**src/pkg/channel_access_pkg.sv**
```systemverilog
// constants, types and address decoding for the channel access selection block
package channel_access_pkg;
  localparam int ADDR_W = 7;
  localparam int DATA_W = 8;
  localparam int CHAN_W = 3;
  localparam int OFS_W = 4;

  localparam logic [6:0] CHAN_SEL_OFS = 7'h64;
  localparam logic [6:0] SVC_CHAN1_OFS = 7'h41;
  localparam logic [6:0] SVC_CHAN3_OFS = 7'h43;
  localparam logic [6:0] RX_DATA_PTR_OFS = 7'h78;
  localparam logic [6:0] RX_STAT_PTR_OFS = 7'h7a;
  localparam logic [6:0] TX_DATA_PTR_OFS = 7'h7b;
  localparam logic [6:0] CHAN_REGION_LAST = 7'h0f;

  localparam int CHAN_LSB = 0;
  localparam int A7_BIT = 3;
  localparam int SVC_MASK_LSB = 2;
  localparam int SVC_FIRST = 1;
  localparam int SVC_LAST = 3;

  localparam logic [3:0] CHAN_SEL_RESET = 4'h0;
  localparam logic [7:0] SVC_RESET = 8'h00;

  typedef enum logic [1:0] {
    ST_IDLE = 2'b00,
    ST_ISSUE = 2'b01,
    ST_REPLY = 2'b11
  } state_type;

  typedef enum logic [2:0] {
    ACC_NONE = 3'h0,
    ACC_CHAN = 3'h1,
    ACC_CSEL = 3'h2,
    ACC_SVC = 3'h3,
    ACC_RXD = 3'h4,
    ACC_RXS = 3'h5,
    ACC_TXD = 3'h6
  } access_type;

  function automatic access_type decode_access(input logic [6:0] addr);
    if (addr <= CHAN_REGION_LAST) begin
      return ACC_CHAN;
    end else if (addr == CHAN_SEL_OFS) begin
      return ACC_CSEL;
    end else if (addr >= SVC_CHAN1_OFS && addr <= SVC_CHAN3_OFS) begin
      return ACC_SVC;
    end else if (addr == RX_DATA_PTR_OFS) begin
      return ACC_RXD;
    end else if (addr == RX_STAT_PTR_OFS) begin
      return ACC_RXS;
    end else if (addr == TX_DATA_PTR_OFS) begin
      return ACC_TXD;
    end else begin
      return ACC_NONE;
    end
  endfunction
endpackage

```
**src/design/svc_channel_regs.sv**
```systemverilog
// the three global service channel registers with channel number masked in on read
module svc_channel_regs (
  input wire logic mclk,
  input wire logic rstSync,
  input wire logic clkEn,
  input wire logic wrEn,
  input wire logic [1:0] wrIdx,
  input wire logic [7:0] wData,
  input wire logic [1:0] rdIdx,
  input wire logic [2:0] maskChan,
  output logic [7:0] rData
);
  logic [7:0] svcReg [channel_access_pkg::SVC_FIRST:channel_access_pkg::SVC_LAST];

  genvar i;
  generate
    for (i = channel_access_pkg::SVC_FIRST; i <= channel_access_pkg::SVC_LAST; i++) begin : g_svc
      always_ff @(posedge mclk or negedge rstSync) begin
        if (!rstSync) begin
          svcReg[i] <= channel_access_pkg::SVC_RESET;
        end else if (clkEn && wrEn && wrIdx == 2'(i)) begin
          svcReg[i] <= wData;
        end
      end
    end
  endgenerate

  // stored bits are untouched; only the returned copy carries the channel
  always_comb begin
    rData = 8'h00;
    if (rdIdx != 2'h0) begin
      rData = svcReg[rdIdx];
    end
    rData[channel_access_pkg::SVC_MASK_LSB +: channel_access_pkg::CHAN_W] = maskChan;
  end
endmodule

```
**src/design/channel_access_select.sv**
```systemverilog
// channel select register, context selection and indirect pointer routing
module channel_access_select (
  input wire logic mclk,
  input wire logic resetn,
  input wire logic clkEn,
  input wire logic busReq,
  input wire logic busWrite,
  input wire logic [6:0] busAddr,
  input wire logic [7:0] busWData,
  input wire logic srvActive,
  input wire logic [2:0] srvChannel,
  input wire logic [7:0] intRData,
  input wire logic [7:0] fifoRData,
  output logic busAck,
  output logic [7:0] busRData,
  output logic [7:0] intAddr,
  output logic intRd,
  output logic intWr,
  output logic [7:0] intWData,
  output logic fifoPop,
  output logic fifoPush,
  output logic fifoStatus,
  output logic [2:0] fifoChan,
  output logic [7:0] fifoWData,
  output logic [2:0] activeChan
);
  logic [1:0] rstPipe;
  logic rstSync;
  channel_access_pkg::state_type stateReg;
  channel_access_pkg::access_type reqKind;
  channel_access_pkg::access_type kindReg;
  logic [3:0] chanSel_reg;
  logic [2:0] ctxNext;
  logic [2:0] ctxReg;
  logic wrReg;
  logic srvReg;
  logic [1:0] idxReg;
  logic take;
  logic [7:0] svcRData;
  logic [7:0] rData_next;

  // reset enters asynchronously but is released through two flops
  always_ff @(posedge mclk or negedge resetn) begin
    if (!resetn) begin
      rstPipe <= 2'h0;
    end else if (clkEn) begin
      rstPipe <= {rstPipe[0], 1'b1};
    end
  end
  assign rstSync = rstPipe[1];

  assign reqKind = channel_access_pkg::decode_access(busAddr);
  assign take = clkEn && busReq && stateReg == channel_access_pkg::ST_IDLE;

  assign ctxNext = srvActive ? srvChannel : chanSel_reg[2:0];

  always_ff @(posedge mclk or negedge rstSync) begin
    if (!rstSync) begin
      stateReg <= channel_access_pkg::ST_IDLE;
    end else if (clkEn) begin
      case (stateReg)
        channel_access_pkg::ST_IDLE: begin
          if (busReq) begin
            stateReg <= channel_access_pkg::ST_ISSUE;
          end
        end
        channel_access_pkg::ST_ISSUE: begin
          stateReg <= channel_access_pkg::ST_REPLY;
        end
        default: begin
          stateReg <= channel_access_pkg::ST_IDLE;
        end
      endcase
    end
  end

  // request details held until the answer, so the context cannot shift mid-access
  always_ff @(posedge mclk or negedge rstSync) begin
    if (!rstSync) begin
      kindReg <= channel_access_pkg::ACC_NONE;
      ctxReg <= 3'h0;
      wrReg <= 1'b0;
      srvReg <= 1'b0;
      idxReg <= 2'h0;
    end else if (take) begin
      kindReg <= reqKind;
      ctxReg <= ctxNext;
      wrReg <= busWrite;
      srvReg <= srvActive;
      idxReg <= busAddr[1:0];
    end
  end

  always_ff @(posedge mclk or negedge rstSync) begin
    if (!rstSync) begin
      chanSel_reg <= channel_access_pkg::CHAN_SEL_RESET;
    end else if (take && busWrite && reqKind == channel_access_pkg::ACC_CSEL) begin
      chanSel_reg <= busWData[3:0];
    end
  end

  // internal channel register strobes
  always_ff @(posedge mclk or negedge rstSync) begin
    if (!rstSync) begin
      intAddr <= 8'h00;
      intRd <= 1'b0;
      intWr <= 1'b0;
      intWData <= 8'h00;
    end else if (clkEn) begin
      intRd <= take && !busWrite && reqKind == channel_access_pkg::ACC_CHAN;
      intWr <= take && busWrite && reqKind == channel_access_pkg::ACC_CHAN;
      if (take) begin
        // select bit 3 as address msb
        intAddr <= {chanSel_reg[channel_access_pkg::A7_BIT], ctxNext, busAddr[3:0]};
        intWData <= busWData;
      end
    end
  end

  // pointers touch the FIFO only inside a service routine; elsewhere they do nothing
  always_ff @(posedge mclk or negedge rstSync) begin
    if (!rstSync) begin
      fifoPop <= 1'b0;
      fifoPush <= 1'b0;
      fifoStatus <= 1'b0;
      fifoChan <= 3'h0;
      fifoWData <= 8'h00;
    end else if (clkEn) begin
      fifoPop <= take && srvActive && !busWrite &&
                 (reqKind == channel_access_pkg::ACC_RXD || reqKind == channel_access_pkg::ACC_RXS);
      fifoPush <= take && srvActive && busWrite && reqKind == channel_access_pkg::ACC_TXD;
      if (take) begin
        fifoStatus <= reqKind == channel_access_pkg::ACC_RXS;
        fifoChan <= ctxNext;
        fifoWData <= busWData;
      end
    end
  end

  svc_channel_regs u_svc (
    .mclk(mclk),
    .rstSync(rstSync),
    .clkEn(clkEn),
    .wrEn(take && busWrite && reqKind == channel_access_pkg::ACC_SVC),
    .wrIdx(busAddr[1:0]),
    .wData(busWData),
    .rdIdx(idxReg),
    .maskChan(ctxReg),
    .rData(svcRData)
  );

  always_comb begin
    rData_next = 8'h00;
    case (kindReg)
      channel_access_pkg::ACC_CHAN: begin
        rData_next = intRData;
      end
      channel_access_pkg::ACC_CSEL: begin
        rData_next = {4'h0, chanSel_reg};
      end
      channel_access_pkg::ACC_SVC: begin
        rData_next = svcRData;
      end
      channel_access_pkg::ACC_RXD, channel_access_pkg::ACC_RXS: begin
        rData_next = srvReg ? fifoRData : 8'h00;
      end
      default: begin
        rData_next = 8'h00;
      end
    endcase
  end

  always_ff @(posedge mclk or negedge rstSync) begin
    if (!rstSync) begin
      busAck <= 1'b0;
      busRData <= 8'h00;
      activeChan <= 3'h0;
    end else if (clkEn) begin
      busAck <= stateReg == channel_access_pkg::ST_ISSUE;
      if (stateReg == channel_access_pkg::ST_ISSUE && !wrReg) begin
        busRData <= rData_next;
      end
      activeChan <= ctxNext;
    end
  end

  chk_ack_timing: assert property (@(posedge mclk iff clkEn) disable iff (!rstSync)
    take |=> ##1 busAck)
    else $error("answer not two cycles after request");

  chk_chan_route: assert property (@(posedge mclk iff clkEn) disable iff (!rstSync)
    take && !srvActive && reqKind == channel_access_pkg::ACC_CHAN
    |=> intAddr[6:4] == $past(chanSel_reg[2:0]))
    else $error("channel access missed selected channel");

  chk_srv_route: assert property (@(posedge mclk iff clkEn) disable iff (!rstSync)
    take && srvActive && reqKind == channel_access_pkg::ACC_CHAN
    |=> intAddr[6:4] == $past(srvChannel))
    else $error("service access missed requesting channel");

  chk_addr_msb: assert property (@(posedge mclk iff clkEn) disable iff (!rstSync)
    (intRd || intWr) |-> intAddr[7] == chanSel_reg[channel_access_pkg::A7_BIT])
    else $error("internal address msb differs from select bit 3");

  chk_cmd_route: assert property (@(posedge mclk iff clkEn) disable iff (!rstSync)
    take && busWrite && !srvActive && reqKind == channel_access_pkg::ACC_CHAN
    |=> intWr && intAddr[6:4] == $past(chanSel_reg[2:0]) ##1 !intWr)
    else $error("command not sent to selected channel");

  chk_pop_context: assert property (@(posedge mclk iff clkEn) disable iff (!rstSync)
    (fifoPop || fifoPush) |-> $past(srvActive) && fifoChan == $past(srvChannel))
    else $error("FIFO touched outside service context");

  chk_ptr_pop: assert property (@(posedge mclk iff clkEn) disable iff (!rstSync)
    take && srvActive && !busWrite && reqKind == channel_access_pkg::ACC_RXD
    |=> fifoPop && !fifoStatus ##1 !fifoPop)
    else $error("receive pointer read did not pop once");

  chk_svc_mask: assert property (@(posedge mclk iff clkEn) disable iff (!rstSync)
    take && !srvActive && !busWrite && reqKind == channel_access_pkg::ACC_SVC
    |=> ##1 busAck && busRData[4:2] == $past(chanSel_reg[2:0], 2))
    else $error("service channel read lacks select channel");
endmodule

```
**config.mk**
```make
export PLATFORM = sky130hd
export DESIGN_NAME = channel_access_select
export DESIGN_NICKNAME = d
export VERILOG_FILES = /design/src/pkg/channel_access_pkg.sv /design/src/design/svc_channel_regs.sv /design/src/design/channel_access_select.sv
export SDC_FILE = /design/constraint.sdc
export NUM_CORES = 1
export LEC_CHECK = 0
export BUFFER_PORTS_ARGS = -buffer_cell sky130_fd_sc_hd__clkbuf_2
export CAP_MARGIN = 20
export CORE_MARGIN = 5
export CORE_UTILIZATION = 40
export CTS_BUF_LIST = sky130_fd_sc_hd__clkbuf_4 sky130_fd_sc_hd__clkbuf_8 sky130_fd_sc_hd__clkbuf_16
export CTS_CLUSTER_DIAMETER = 120
export DETAILED_ROUTE_END_ITERATION = 10
export PLACE_DENSITY = 0.74
export SKIP_CTS_REPAIR_TIMING = 1
export SLEW_MARGIN = 20
export SYNTH_ARGS = -nofsm -noshare
export SYNTH_HDL_FRONTEND = slang
export SYNTH_SLANG_ARGS = --single-unit
```
**constraint.sdc**
```tcl
create_clock -name mclk -period 5.31 [get_ports mclk]
set_input_delay 0.531 -clock mclk [delete_from_list [all_inputs] [get_ports mclk]]
set_output_delay 0.531 -clock mclk [all_outputs]
set_load 0.01 [all_outputs]
```
== Word-level counts from Yosys, hierarchy flattened ==
Cells that the tools add are included.

* Flip-flop bits (word level): 78
* Output and inout bits: 44

* Bitwise gates (word level): 1
* $lt $le $gt $ge: 4
* Mux-type cells: 15
* Equality and inequality tests: 20
* Reduce and logical (&&, ||, !) cells: 28

{| class="wikitable"
|+ Operators by type and width
! operator !! count
|-
| $mux 8 || 4
|-
| $pmux 8 s4 || 1
|-
| $eq 7x7->1 const B || 4
|-
| $mux 3 || 7
|-
| $logic_and 1x1->1 || 19
|-
| $bmux 8 s2 || 1
|-
| $eq 3x3->1 const B || 5
|-
| $eq 3x2->1 const B || 4
|-
| $ge 7x7->1 const B || 1
|-
| $le 7x4->1 const B || 1
|-
| $le 7x7->1 const B || 1
|-
| $eq 3x1->1 const B || 2
|-
| $reduce_and 2->1 || 3
|-
| $eq 2x1->1 const B || 2
|-
| $eq 2x2->1 const B || 2
|-
| $pmux 2 s2 || 1
|-
| $ge 3x3->1 const B || 1
|-
| $not 2->3 || 1
|-
| $logic_not 1->1 || 2
|-
| $logic_not 2->1 || 1
|-
| $mux 2 || 1
|-
| $ne 2x2->1 const B || 1
|-
| $reduce_bool 2->1 || 1
|-
| $reduce_or 2->1 || 1
|-
| $logic_or 1x1->1 || 1
|}

== Longest topological paths before layout ==
Gate-level depths: netlist of the first run.

* Word-level depth: 11
* Mapped depth: 7

== By module ==
A second synthesis of the first run with hierarchy kept.

* Cell total of the unflattened synthesis: 291
* Area, all modules: 3096.7 um2

{| class="wikitable"
|+ By module, submodules not included
! module !! instances !! area each (um2) !! seq. area each (um2) !! cells each
|-
| channel_access_select || 1 || 2398.6 || 1276.2 || 244
|-
| svc_channel_regs || 1 || 698.2 || 375.4 || 47
|}

== Least setup slack after synthesis of the first run ==
OpenSTA, ideal clock, no wires.

* Path kind: register to register
* Start: register rstPipe[1] (netlist name)
* End: register rstPipe[1]
* Library setup time: 0.075 ns
* Data required time: 5.235 ns
* Period minus slack after synthesis: 2.117 ns
* Data arrival time: 2.042 ns
* Stages on the path, launching flop included: 2
* Setup slack: 3.193 ns
* Cells stage by stage: dfrtp_1 mux2_2

{| class="wikitable"
|+ RTL lines
! what !! RTL line !! source
|-
| to (signal assigned) || channel_access_select.sv:47 || <nowiki>rstPipe <= {rstPipe[0], 1'b1};</nowiki>
|-
| to (decl) || channel_access_select.sv:27 || <nowiki>logic [1:0] rstPipe;</nowiki>
|}

== Worst setup path in the final report of the first run ==
* Start: input port clkEn
* End: register u_svc.svcReg[9] in the netlist's numbering

* Word-level cells in the longest chain between the ends: 6

{| class="wikitable"
|+ RTL lines
! what !! RTL line !! source
|-
| from (decl) || channel_access_select.sv:5 || <nowiki>input wire logic clkEn,</nowiki>
|-
| $logic_and 1x1->1 (2 in a row) || channel_access_select.sv:53 || <nowiki>assign take = clkEn && busReq && stateReg == channel_access_pkg::ST_IDLE;</nowiki>
|-
| $logic_and 1x1->1 (2 in a row) || channel_access_select.sv:144 || <nowiki>.wrEn(take && busWrite && reqKind == channel_access_pkg::ACC_SVC),</nowiki>
|-
| $logic_and 1x1->1 * (2 in a row) || svc_channel_regs.sv:21 || <nowiki>end else if (clkEn && wrEn && wrIdx == 2'(i)) begin</nowiki>
|-
| to (signal, indexed assignment) || svc_channel_regs.sv:20 || <nowiki>svcReg[i] <= channel_access_pkg::SVC_RESET;</nowiki>
|-
| to (signal, indexed assignment) || svc_channel_regs.sv:22 || <nowiki>svcReg[i] <= wData;</nowiki>
|-
| to (decl) || svc_channel_regs.sv:13 || <nowiki>logic [7:0] svcReg [channel_access_pkg::SVC_FIRST:channel_access_pkg::SVC_LAST];</nowiki>
|}

Every way passes the cells marked *; elsewhere a longest branch is shown, timed or not.
A chain may end at the register's enable or synchronous reset.

==> Implementation_results.wiki, run 1 <==
{| class="wikitable"
! Metric !! Value
|-
| Net Count, Synth || 337
|-
| Critical Path Sink Type || flop
|-
| Hold violation count in the final report || 0
|-
| Proportion of synthesized flip-flops having asynchronous set or reset || 1.00
|-
| Overall fraction of global-route tracks in use || 0.154
|-
| Synthesis-stage register bit count || 66
|-
| Clock tree from TritonCTS || done
|-
| Maximum clock skew at final layout || 0.00739 ns
|-
| Mapped cell area || 3100 sq um
|-
| Chain of cells forming the critical path || clkbuf_2 -> and4bb_1 -> buf_4 -> nand2_4 -> or3_4 -> nor2_4 -> mux2_2
|-
| Number of enable-type register cells in the synthesized netlist || 0
|-
| Flip-flop count of the largest register after layout || 15
|-
| Top Family by Delay on Critical Path || simple AND/OR/NAND/NOR gates
|-
| Count of maximum capacitance violations || 0
|-
| Tightest Pin Transition || 0.946 ns
|-
| Setup repair after global routing missed its margin || no
|-
| Cell accounting for the most synthesized area || sky130_fd_sc_hd__dfrtp_1
|-
| Master of the slowest instance on the critical path || sky130_fd_sc_hd__or3_4
|-
| DP Wirelength || 5260 um
|-
| Area share of the largest cell type after synthesis || 0.533
|-
| Maximum achievable frequency || 460 MHz
|-
| Result of the run || complete, no violations
|-
| Most used flip-flop cell after synthesis || sky130_fd_sc_hd__dfrtp_1
|-
| Residual overflow from global routing || 0
|-
| Total number of H-tree levels || 3
|-
| Top post-synthesis cells by count || sky130_fd_sc_hd__nand2_1 (67), sky130_fd_sc_hd__dfrtp_1 (66), sky130_fd_sc_hd__mux2_2 (27), sky130_fd_sc_hd__nor2_1 (13), sky130_fd_sc_hd__buf_4 (12)
|-
| Number of vias per cell after detailed routing || 5.07
|-
| Via count of the first global-routing pass || 2419
|-
| Critical Path Max Stage Delay || 0.41 ns
|-
| Buffers and inverters on the worst path || 2
|-
| Hold Path Class || primary input to flop
|-
| Required @ worst endpoint || 5.53 ns
|-
| Core region area || 7650 sq um
|-
| Final antenna-violating net count || 0
|-
| Number of instances in the synthesized netlist || 297
|-
| Tcrit/Tclk final || 0.409
|-
| Count of final max-slew check failures || 0
|-
| Number of unique standard cell types used by synthesis || 41
|-
| Static Leakage || 0.00183 uW
|-
| Max Buffers Root-to-Sink || 2
|-
| Warning count from the yosys run || 0
|-
| Site Rows || 32
|-
| Fill cell instance count of the final layout || 736
|-
| Peak ir drop on the vdd network || 0.155 mV
|-
| Final wirelength || 7230 um
|-
| Ratio of total power to cell area || 422 nW/um^2
|-
| Top post-synthesis cells by area || sky130_fd_sc_hd__dfrtp_1 (53%), sky130_fd_sc_hd__mux2_2 (9.8%), sky130_fd_sc_hd__nand2_1 (8.1%), sky130_fd_sc_hd__buf_4 (2.9%), sky130_fd_sc_hd__mux2i_1 (1.9%)
|-
| Antenna fix cells || 0
|-
| Number of detailed-route iterations in the first pass || 4
|-
| Quantity of I/O buffers inserted on ports || 83
|-
| Post-synthesis to final-layout area growth || 19.7%
|-
| Startpoint class of the critical path || primary input
|-
| Largest Register || u_svc.svcReg
|-
| Crit path DAT || 2.40 ns
|-
| Wire length of the first global-routing pass || 11900 um
|-
| # IOs || 84
|-
| Final Total Pwr || 1570 uW
|-
| Average wire length per cell after detail routing || 15.2 um
|-
| Overall die height || 98.0 um
|-
| Number of clock buffers inserted by TritonCTS || 9
|-
| Worst Path Class, Setup || primary input to flop
|-
| Fraction of layout instances using a drive strength above 1 || 0.369
|-
| Minimum clock period || 2.17 ns
|-
| Leading cell type by number of instances after synthesis || sky130_fd_sc_hd__nand2_1
|-
| Clock Pin Slew Worst Setup and Hold Paths || 0.07 ns
|-
| Setup violators final || 0
|-
| Starting density of the core || 0.405
|-
| Critical path peak fanout || 28
|-
| Width of the die || 98.0 um
|-
| Die ar. || 9610 sq um
|-
| Mean instance size in the synthesized netlist || 10.4 sq um
|-
| Vias after detailed routing || 2413
|-
| Setup TNS || 0 ns
|-
| Root buffer cell || sky130_fd_sc_hd__clkbuf_8
|-
| Insertion delay of the later-clocked pin in the worst-skew pair || 0.34 ns
|-
| Worst relative slew slack || 0.367
|-
| Final Net Count || 409
|-
| Placer congestion estimate || 0.779
|-
| Number of antenna violations at the first check in global routing || 0
|-
| Detailed router's first-iteration violation count || 98
|-
| Largest net degree at the start of global routing || 66
|-
| Number of remaining DRC errors || 0
|-
| CTS sink count || 66
|-
| Seq/Total Area, Yosys || 0.533
|}
## cells by family (layout without fill, tap and decap cells)
| group | after synthesis | in the layout | synth area share |
|---|---|---|---|
| multiplexers | 33 | 33 | 0.117 |
| AND/OR/NAND/NOR | 113 | 113 | 0.174 |
| flip-flops | 66 | 66 | 0.533 |
| AO/OA/AOI/OAI | 55 | 55 | 0.122 |
| buffers and inverters | 30 | 107 | 0.0537 |
## worst paths after layout
check | startpoint | end | slack, ns | cells past startpoint
min in group asynchronous | rstPipe[1]$_DFFE_PN0P_ | activeChan[1]$_DFFE_PN0P_ | 0.45 | 1
worst min-delay path | busWData[4] | fifoWData[4]$_DFFE_PN0P_ | 0.38 | 3
max in group asynchronous | rstPipe[1]$_DFFE_PN0P_ | u_svc.svcReg[5]$_DFFE_PN0P_ | 4.33 | 1
worst max-delay path | clkEn | u_svc.svcReg[9]$_DFFE_PN0P_ | 3.14 | 7
worst max register to register | stateReg[1]$_DFFE_PN0P_ | u_svc.svcReg[9]$_DFFE_PN0P_ | 3.16 | 6
worst min register to register | rstPipe[1]$_DFFE_PN0P_ | activeChan[1]$_DFFE_PN0P_ | 0.45 | 1
## through the flow
step / hold slack (ns) / utilization / area, sq um / setup WS [ns] / cells
final: 0.384 / 0.485 / 3710 / 3.14 / 476
after global routing: 0.394 / 0.485 / 3710 / 2.99 / 476
after CTS: -0.0579 / 0.484 / 3700 / 3.14 / 475
after detailed placement: 0.320 / 0.459 / 3510 / 2.79 / 459
after global placement: 0.316 / 0.459 / 3510 / 2.82 / 459
after floorplan: 0.235 / - / 3100 / 3.19 / 297
## power by group
group / switching [uW] / leakage (uW) / total, uW / internal [uW]
logic: 231 / 0.000884 / 421 / 190
clock network: 189 / 0.0000992 / 408 / 219
registers: 112 / 0.000842 / 737 / 624
## cell type report
type / instances / area [sq um] / share of cell area
Multi-Input combinational cell: 201 / 1280 / 0.346
Clock buffer: 10 / 131 / 0.0354
Inverter: 5 / 18.8 / 0.00506
Clock inverter: 6 / 57.6 / 0.0155
Sequential cell: 66 / 1650 / 0.445
Timing Repair Buffer: 86 / 440 / 0.119
Tap cell: 102 / 128 / 0.0344
## placed cells by master (no fill, tap or decap), types with 2 or more instances in the layout
cell,n
sky130_fd_sc_hd__clkbuf_2,83
sky130_fd_sc_hd__nand2_1,67
sky130_fd_sc_hd__dfrtp_1,65
sky130_fd_sc_hd__mux2_2,27
sky130_fd_sc_hd__nor2_1,13
sky130_fd_sc_hd__a21oi_1,11
sky130_fd_sc_hd__clkbuf_8,9
sky130_fd_sc_hd__o21ai_0,7
sky130_fd_sc_hd__mux2i_1,6
sky130_fd_sc_hd__nor2b_1,6
sky130_fd_sc_hd__o22ai_1,6
sky130_fd_sc_hd__o21a_1,6
sky130_fd_sc_hd__a22oi_1,6
sky130_fd_sc_hd__nand2b_1,5
sky130_fd_sc_hd__inv_1,5
sky130_fd_sc_hd__a32oi_1,4
sky130_fd_sc_hd__clkinv_2,4
sky130_fd_sc_hd__nand3_1,3
sky130_fd_sc_hd__nor3_1,3
sky130_fd_sc_hd__a22o_1,3
sky130_fd_sc_hd__a31oi_1,3
sky130_fd_sc_hd__nor2_4,2
sky130_fd_sc_hd__or2_2,2
sky130_fd_sc_hd__or3_1,2
sky130_fd_sc_hd__o41ai_1,2
sky130_fd_sc_hd__nor3b_1,2
sky130_fd_sc_hd__o221ai_1,2
sky130_fd_sc_hd__buf_4,2
## worst min-delay path, stage by stage
cell and delay [ns]:
sky130_fd_sc_hd__clkbuf_2 0.08, sky130_fd_sc_hd__nand2_1 0.04, sky130_fd_sc_hd__nand2_1 0.05
## routing by layer
layer / GRT usage / up-vias / part of all wire
met5: 0 / - / 0
met4: 0.0703 / 0 / 0.022
met3: 0.0400 / 18 / 0.058
met2: 0.251 / 70 / 0.49
met1: 0.192 / 1155 / 0.43
li1: - / 1170 / -
Power figures use the tool's default switching activity.
==> run 2: changes to the inputs <==
--- a/config.mk
+++ b/config.mk
@@ -12,7 +12,7 @@
 export CTS_BUF_LIST = sky130_fd_sc_hd__clkbuf_4 sky130_fd_sc_hd__clkbuf_8 sky130_fd_sc_hd__clkbuf_16
 export CTS_CLUSTER_DIAMETER = 120
 export DETAILED_ROUTE_END_ITERATION = 10
-export PLACE_DENSITY = 0.74
+export PLACE_DENSITY = 0.76
 export SKIP_CTS_REPAIR_TIMING = 1
 export SLEW_MARGIN = 20
 export SYNTH_ARGS = -nofsm -noshare
==> constraint.sdc (replaced) <==
create_clock -name mclk -period 1.9 [get_ports mclk]
set_input_delay 0.19 -clock mclk [delete_from_list [all_inputs] [get_ports mclk]]
set_output_delay 0.19 -clock mclk [all_outputs]
set_load 0.01 [all_outputs]
==> Implementation_results.wiki, run 2 (synthesis results as in run 1) <==
{| class="wikitable"
! Metric !! Value
|-
| Critical Path Max Stage Delay || 0.39 ns
|-
| Final Net Count || 418
|-
| Proportion of power drawn by combinational gates || 0.280
|-
| Number of detailed-route iterations in the first pass || 4
|-
| Placer congestion estimate || 0.791
|-
| Fill cell instance count of the final layout || 707
|-
| Worst relative slew slack || 0.470
|-
| Largest net degree at the start of global routing || 65
|-
| Flip-flop count of the largest register after layout || 15
|-
| Critical path peak fanout || 5
|-
| Clock tree from TritonCTS || done
|-
| Antenna fix cells || 0
|-
| Via count of the first global-routing pass || 2541
|-
| Tightest Pin Transition || 0.795 ns
|-
| Result of the run || complete, no violations
|-
| Peak ir drop on the vdd network || 0.534 mV
|-
| Sw Pwr || 1550 uW
|-
| Power share of the clock group || 0.268
|-
| Startpoint class of the critical path || flop
|-
| Fraction of layout instances using a drive strength above 1 || 0.389
|-
| Number of antenna violations at the first check in global routing || 0
|-
| Chain of cells forming the critical path || and4bb_2 -> nand2_4 -> or3_4 -> nor2_4 -> mux2_2
|-
| Number of clock buffers inserted by TritonCTS || 9
|-
| Count of final max-slew check failures || 0
|-
| Number of remaining DRC errors || 0
|-
| Top Family by Delay on Critical Path || simple AND/OR/NAND/NOR gates
|-
| Buffers and inverters on the worst path || 0
|-
| Starting density of the core || 0.405
|-
| Count of maximum capacitance violations || 0
|-
| Static Leakage || 0.00187 uW
|-
| Power Internal || 2940 uW
|-
| Critical Path Sink Type || flop
|-
| Hold violation count in the final report || 0
|-
| Post-synthesis to final-layout area growth || 22.5%
|-
| Commonest non-fill, non-tap cell in the layout || sky130_fd_sc_hd__clkbuf_2
|-
| Clock Pin Slew Worst Setup and Hold Paths || 0.08 ns
|-
| Setup violators final || 0
|-
| Area of combinational cells with multiple inputs || 1290 sq um
|-
| Die ar. || 9610 sq um
|-
| Tcrit/Tclk final || 0.957
|-
| # IOs || 84
|-
| Residual overflow from global routing || 0
|-
| Crit path DAT || 2.05 ns
|-
| Site Rows || 32
|-
| Hold Path Class || primary input to flop
|-
| Final antenna-violating net count || 0
|-
| Maximum clock skew at final layout || 0.00861 ns
|-
| Most used routing layer in global routing || met2
|-
| Root buffer cell || sky130_fd_sc_hd__clkbuf_8
|-
| Largest Register || u_svc.svcReg
|-
| Setup repair after global routing missed its margin || no
|-
| Number of vias per cell after detailed routing || 5.07
|-
| Max Buffers Root-to-Sink || 2
|-
| Detailed router's first-iteration violation count || 120
|-
| Setup TNS || 0 ns
|-
| DP Wirelength || 5510 um
|-
| CTS sink count || 66
|-
| Minimum clock period || 1.82 ns
|-
| Worst setup timing slack at the placement stage || 0.00946 ns
|-
| Final wirelength || 7380 um
|-
| Overall fraction of global-route tracks in use || 0.161
|-
| Core region area || 7650 sq um
|-
| Sequential Power Share || 0.453
|-
| FF/Latch Area || 1650 sq um
|-
| Global-route met3 utilization || 0.0557
|-
| Overall die height || 98.0 um
|-
| Width of the die || 98.0 um
|-
| Master of the slowest instance on the critical path || sky130_fd_sc_hd__dfrtp_1
|-
| Highest-count cells in the layout ignoring fill and taps || sky130_fd_sc_hd__clkbuf_2 (83), sky130_fd_sc_hd__nand2_1 (67), sky130_fd_sc_hd__dfrtp_1 (65)
|-
| Wire length of the first global-routing pass || 12300 um
|-
| Maximum achievable frequency || 550 MHz
|-
| Post-route cell area || 3800 sq um
|-
| Quantity of I/O buffers inserted on ports || 83
|-
| Vias after detailed routing || 2458
|-
| Worst Path Class, Setup || flop to flop
|-
| Slack of the critical path || 0.0825 ns
|-
| Switching fraction of total power || 0.346
|-
| Placed cell areas || 3570 sq um
|-
| Required @ worst endpoint || 2.13 ns
|-
| Average wire length per cell after detail routing || 15.2 um
|-
| Ratio of total power to cell area || 1180 nW/um^2
|-
| Insertion delay of the later-clocked pin in the worst-skew pair || 0.35 ns
|-
| GR Layer Usage met2 || 0.262
|-
| Met1 track demand over resource || 0.195
|-
| Total number of H-tree levels || 3
|}
==> run 2: path summary, 6_finish.rpt <==
path / start / end / slack, ns / depth (start not counted)
max: stateReg[0]$_DFFE_PN0P_ / u_svc.svcReg[14]$_DFFE_PN0P_ / 0.08 / 5
min reg2reg: rstPipe[0]$_DFFE_PN0P_ / rstPipe[0]$_DFFE_PN0P_ / 0.46 / 1
max reg2reg: stateReg[0]$_DFFE_PN0P_ / u_svc.svcReg[14]$_DFFE_PN0P_ / 0.08 / 5
max in group asynchronous: rstPipe[1]$_DFFE_PN0P_ / intAddr[1]$_DFFE_PN0P_ / 0.93 / 1
min in group asynchronous: resetn / rstPipe[1]$_DFFE_PN0P_ / 0.16 / 2
min: busWData[4] / fifoWData[4]$_DFFE_PN0P_ / 0.03 / 3
==> run 2: worst register-to-register path: stages, from the launching register on <==
cell and delay, ns:
sky130_fd_sc_hd__dfrtp_1 0.39, sky130_fd_sc_hd__and4bb_2 0.34, sky130_fd_sc_hd__nand2_4 0.07, sky130_fd_sc_hd__or3_4 0.37, sky130_fd_sc_hd__nor2_4 0.17, sky130_fd_sc_hd__mux2_2 0.36
==> run 2: final cells by class <==
class                      count  area share
clock buffer                   9      0.0326
clock inverter                 7      0.0204
inverter                       5     0.00494
multi-input combinational    201       0.340
sequential                    66       0.435
tap                          102      0.0336
timing repair buffer          95       0.134
==> run 2: stage by stage <==
step	instances	total power, uW	util	hold slack [ns]
CTS	483	4520	0.493	-0.403
detailed placement	467	3310	0.467	-0.0215
floorplan	297	2880	-	-0.106
global route	485	4790	0.497	0.0129
finish	485	4490	0.497	0.0291
global placement	467	3260	0.467	-0.0248
==> run 2: power groups by stage <==
stage                     logic [uW]  clock network [uW]  registers, uW
after floorplan                  826                   0           2060
after global placement          1230                   0           2030
after detailed placement        1250                   0           2060
after CTS                       1250                1230           2040
after global routing            1390                1300           2090
final                           1260                1200           2030
==> run 2: metal layers <==
metal  vias to the layer above  share of wire
li1                       1194              -
met1                      1189           0.43
met2                        65           0.49
met3                        10          0.059
met4                         0          0.016
met5                         -              0
==> run 3: changes to the inputs <==
--- a/config.mk
+++ b/config.mk
@@ -12,7 +12,7 @@
 export CTS_BUF_LIST = sky130_fd_sc_hd__clkbuf_4 sky130_fd_sc_hd__clkbuf_8 sky130_fd_sc_hd__clkbuf_16
 export CTS_CLUSTER_DIAMETER = 120
 export DETAILED_ROUTE_END_ITERATION = 10
-export PLACE_DENSITY = 0.76
+export PLACE_DENSITY = 0.74
 export SKIP_CTS_REPAIR_TIMING = 1
 export SLEW_MARGIN = 20
 export SYNTH_ARGS = -nofsm -noshare
==> constraint.sdc (replaced) <==
create_clock -name mclk -period 1.7 [get_ports mclk]
set_input_delay 0.17 -clock mclk [delete_from_list [all_inputs] [get_ports mclk]]
set_output_delay 0.17 -clock mclk [all_outputs]
set_load 0.05 [all_outputs]
==> Implementation_results.wiki, run 3 (synthesis results as in run 1) <==
{| class="wikitable"
! Metric !! Value
|-
| Worst reg2reg setup slack || -0.08 ns
|-
| Clock Pin Slew Worst Setup and Hold Paths || 0.07 ns
|-
| Number of detailed-route iterations in the first pass || 4
|-
| Startpoint class of the critical path || flop
|-
| Number of antenna violations at the first check in global routing || 0
|-
| Worst Path Class, Setup || flop to flop
|-
| Insertion delay of the later-clocked pin in the worst-skew pair || 0.34 ns
|-
| Minimum clock period || 1.78 ns
|-
| Maximum clock skew at final layout || 0.00711 ns
|-
| Result of the run || finished, violations left
|-
| Hold violation count in the final report || 0
|-
| Final antenna-violating net count || 0
|-
| Capture endpoint of the worst hold path || fifoWData[4]$_DFFE_PN0P_
|-
| Setup repair after global routing missed its margin || yes
|-
| Average wire length per cell after detail routing || 15.1 um
|-
| Count of maximum capacitance violations || 0
|-
| Post-synthesis to final-layout area growth || 27.3%
|-
| Hold Path Class || primary input to flop
|-
| Vias after detailed routing || 2522
|-
| Setup TNS || -0.633 ns
|-
| Final Net Count || 430
|-
| Most used routing layer in global routing || met2
|-
| Commonest non-fill, non-tap cell in the layout || sky130_fd_sc_hd__clkbuf_2
|-
| Overall die height || 98.0 um
|-
| Number of vias per cell after detailed routing || 5.07
|-
| Antenna fix cells || 0
|-
| Logic depth of the worst register-to-register path || 5
|-
| CTS sink count || 66
|-
| Critical path peak fanout || 5
|-
| Master of the slowest instance on the critical path || sky130_fd_sc_hd__dfrtp_1
|-
| Setup violators final || 10
|-
| Max Buffers Root-to-Sink || 2
|-
| # IOs || 84
|-
| Failing checks || negative setup slack
|-
| Hold Path Origin || busWData[4]
|-
| Worst r2r src || stateReg[0]$_DFFE_PN0P_
|-
| Highest-count cells in the layout ignoring fill and taps || sky130_fd_sc_hd__clkbuf_2 (83), sky130_fd_sc_hd__nand2_1 (67), sky130_fd_sc_hd__dfrtp_1 (65)
|-
| Tcrit/Tclk final || 1.04
|-
| GR Layer Usage met2 || 0.265
|-
| Overall fraction of global-route tracks in use || 0.163
|-
| Total number of H-tree levels || 3
|-
| Tightest Pin Transition || 0.390 ns
|-
| Met1 track demand over resource || 0.204
|-
| Launching instance or port of the critical path || stateReg[0]$_DFFE_PN0P_
|-
| Largest net degree at the start of global routing || 65
|-
| Worst relative slew slack || 0.738
|-
| Slack of the critical path || -0.0751 ns
|-
| Wire length of the first global-routing pass || 12600 um
|-
| Required @ worst endpoint || 1.92 ns
|-
| Final wirelength || 7510 um
|-
| Critical Path Max Stage Delay || 0.38 ns
|-
| Root buffer cell || sky130_fd_sc_hd__clkbuf_8
|-
| Chain of cells forming the critical path || and4bb_2 -> nand2_4 -> or3_4 -> nor2_4 -> mux2_2
|-
| Ratio of total power to cell area || 1580 nW/um^2
|-
| Site Rows || 32
|-
| Critical register-to-register path endpoint || u_svc.svcReg[0]$_DFFE_PN0P_
|-
| Detailed router's first-iteration violation count || 137
|-
| Number of remaining DRC errors || 0
|-
| Clock tree from TritonCTS || done
|-
| DP Wirelength || 5680 um
|-
| Width of the die || 98.0 um
|-
| Die ar. || 9610 sq um
|-
| Peak ir drop on the vdd network || 1.22 mV
|-
| Critical Path Sink Type || flop
|-
| Starting density of the core || 0.405
|-
| Global-route met3 utilization || 0.0400
|-
| Crit path DAT || 2.00 ns
|-
| Worst setup timing slack at the placement stage || -0.145 ns
|-
| Residual overflow from global routing || 0
|-
| Placer congestion estimate || 0.810
|-
| Maximum achievable frequency || 563 MHz
|-
| Via count of the first global-routing pass || 2624
|-
| Fraction of layout instances using a drive strength above 1 || 0.420
|-
| Largest Register || u_svc.svcReg
|-
| Count of final max-slew check failures || 0
|-
| Core region area || 7650 sq um
|-
| Flip-flop count of the largest register after layout || 15
|-
| Worst hold path cell count || 3
|-
| Quantity of I/O buffers inserted on ports || 83
|-
| Static Leakage || 0.00194 uW
|-
| Number of clock buffers inserted by TritonCTS || 9
|}
==> run 3: cell count changes in the layout (fill, tap and decap cells not counted), moves of 2 or more <==
cell / change
sky130_fd_sc_hd__clkinv_4: -2
sky130_fd_sc_hd__clkbuf_8: +2
sky130_fd_sc_hd__inv_6: -2
sky130_fd_sc_hd__buf_4: +11
sky130_fd_sc_hd__o21ai_0: -2
==> run 3: cell type report <==
class                   count  area [sq um]
clock inverters             4          50.0
repair buffers            107           611
inverters                   5          18.8
clock buffers              12           159
fillers                   694          3700
well taps                 102           128
multi-input cells         201          1330
flip-flops and latches     66          1650
==> run 3: layer usage <==
layer	part of all wire	up-vias	wire, um
met2	0.49	55	3680
li1	-	1212	-
met4	0.019	0	143
met1	0.44	1240	3300
met3	0.051	15	382
met5	0	-	0
==> run 3: how the worst max path moves through the flow <==
stage | end | slack (ns) | cells past startpoint
after floorplan | u_svc.svcReg[0]$_DFFE_PN0P_ | -0.09 | 6
after global routing | u_svc.svcReg[0]$_DFFE_PN0P_ | -0.13 | 5
after detailed placement | u_svc.svcReg[0]$_DFFE_PN0P_ | -0.14 | 5
after global placement | u_svc.svcReg[6]$_DFFE_PN0P_ | -0.11 | 5
final | u_svc.svcReg[0]$_DFFE_PN0P_ | -0.08 | 5
after CTS | u_svc.svcReg[0]$_DFFE_PN0P_ | -0.10 | 5
==> run 3: power breakdown <==
part	total (uW)	switching (uW)	internal, uW
clock network	1360	590	771
registers	2250	297	1950
logic	2640	1930	711
total	6250	2810	3430
==> run 3: through the flow <==
step                instances   util  hold slack (ns)  instance area (sq um)  total power [uW]
floorplan                 297      -           -0.126                   3100              4340
global placement          480  0.482          -0.0443                   3680              4840
detailed placement        480  0.482          -0.0425                   3680              4900
CTS                       496  0.509           -0.404                   3890              6270
global route              497  0.516           0.0374                   3950              6570
finish                    497  0.516           0.0440                   3950              6250
==> run 3: critical path, delay by kind of cell, from the launching register on <==
kind	cells	cell delay, ns
AND/OR/NAND/NOR	4	0.93
flip-flops	1	0.38
multiplexers	1	0.36
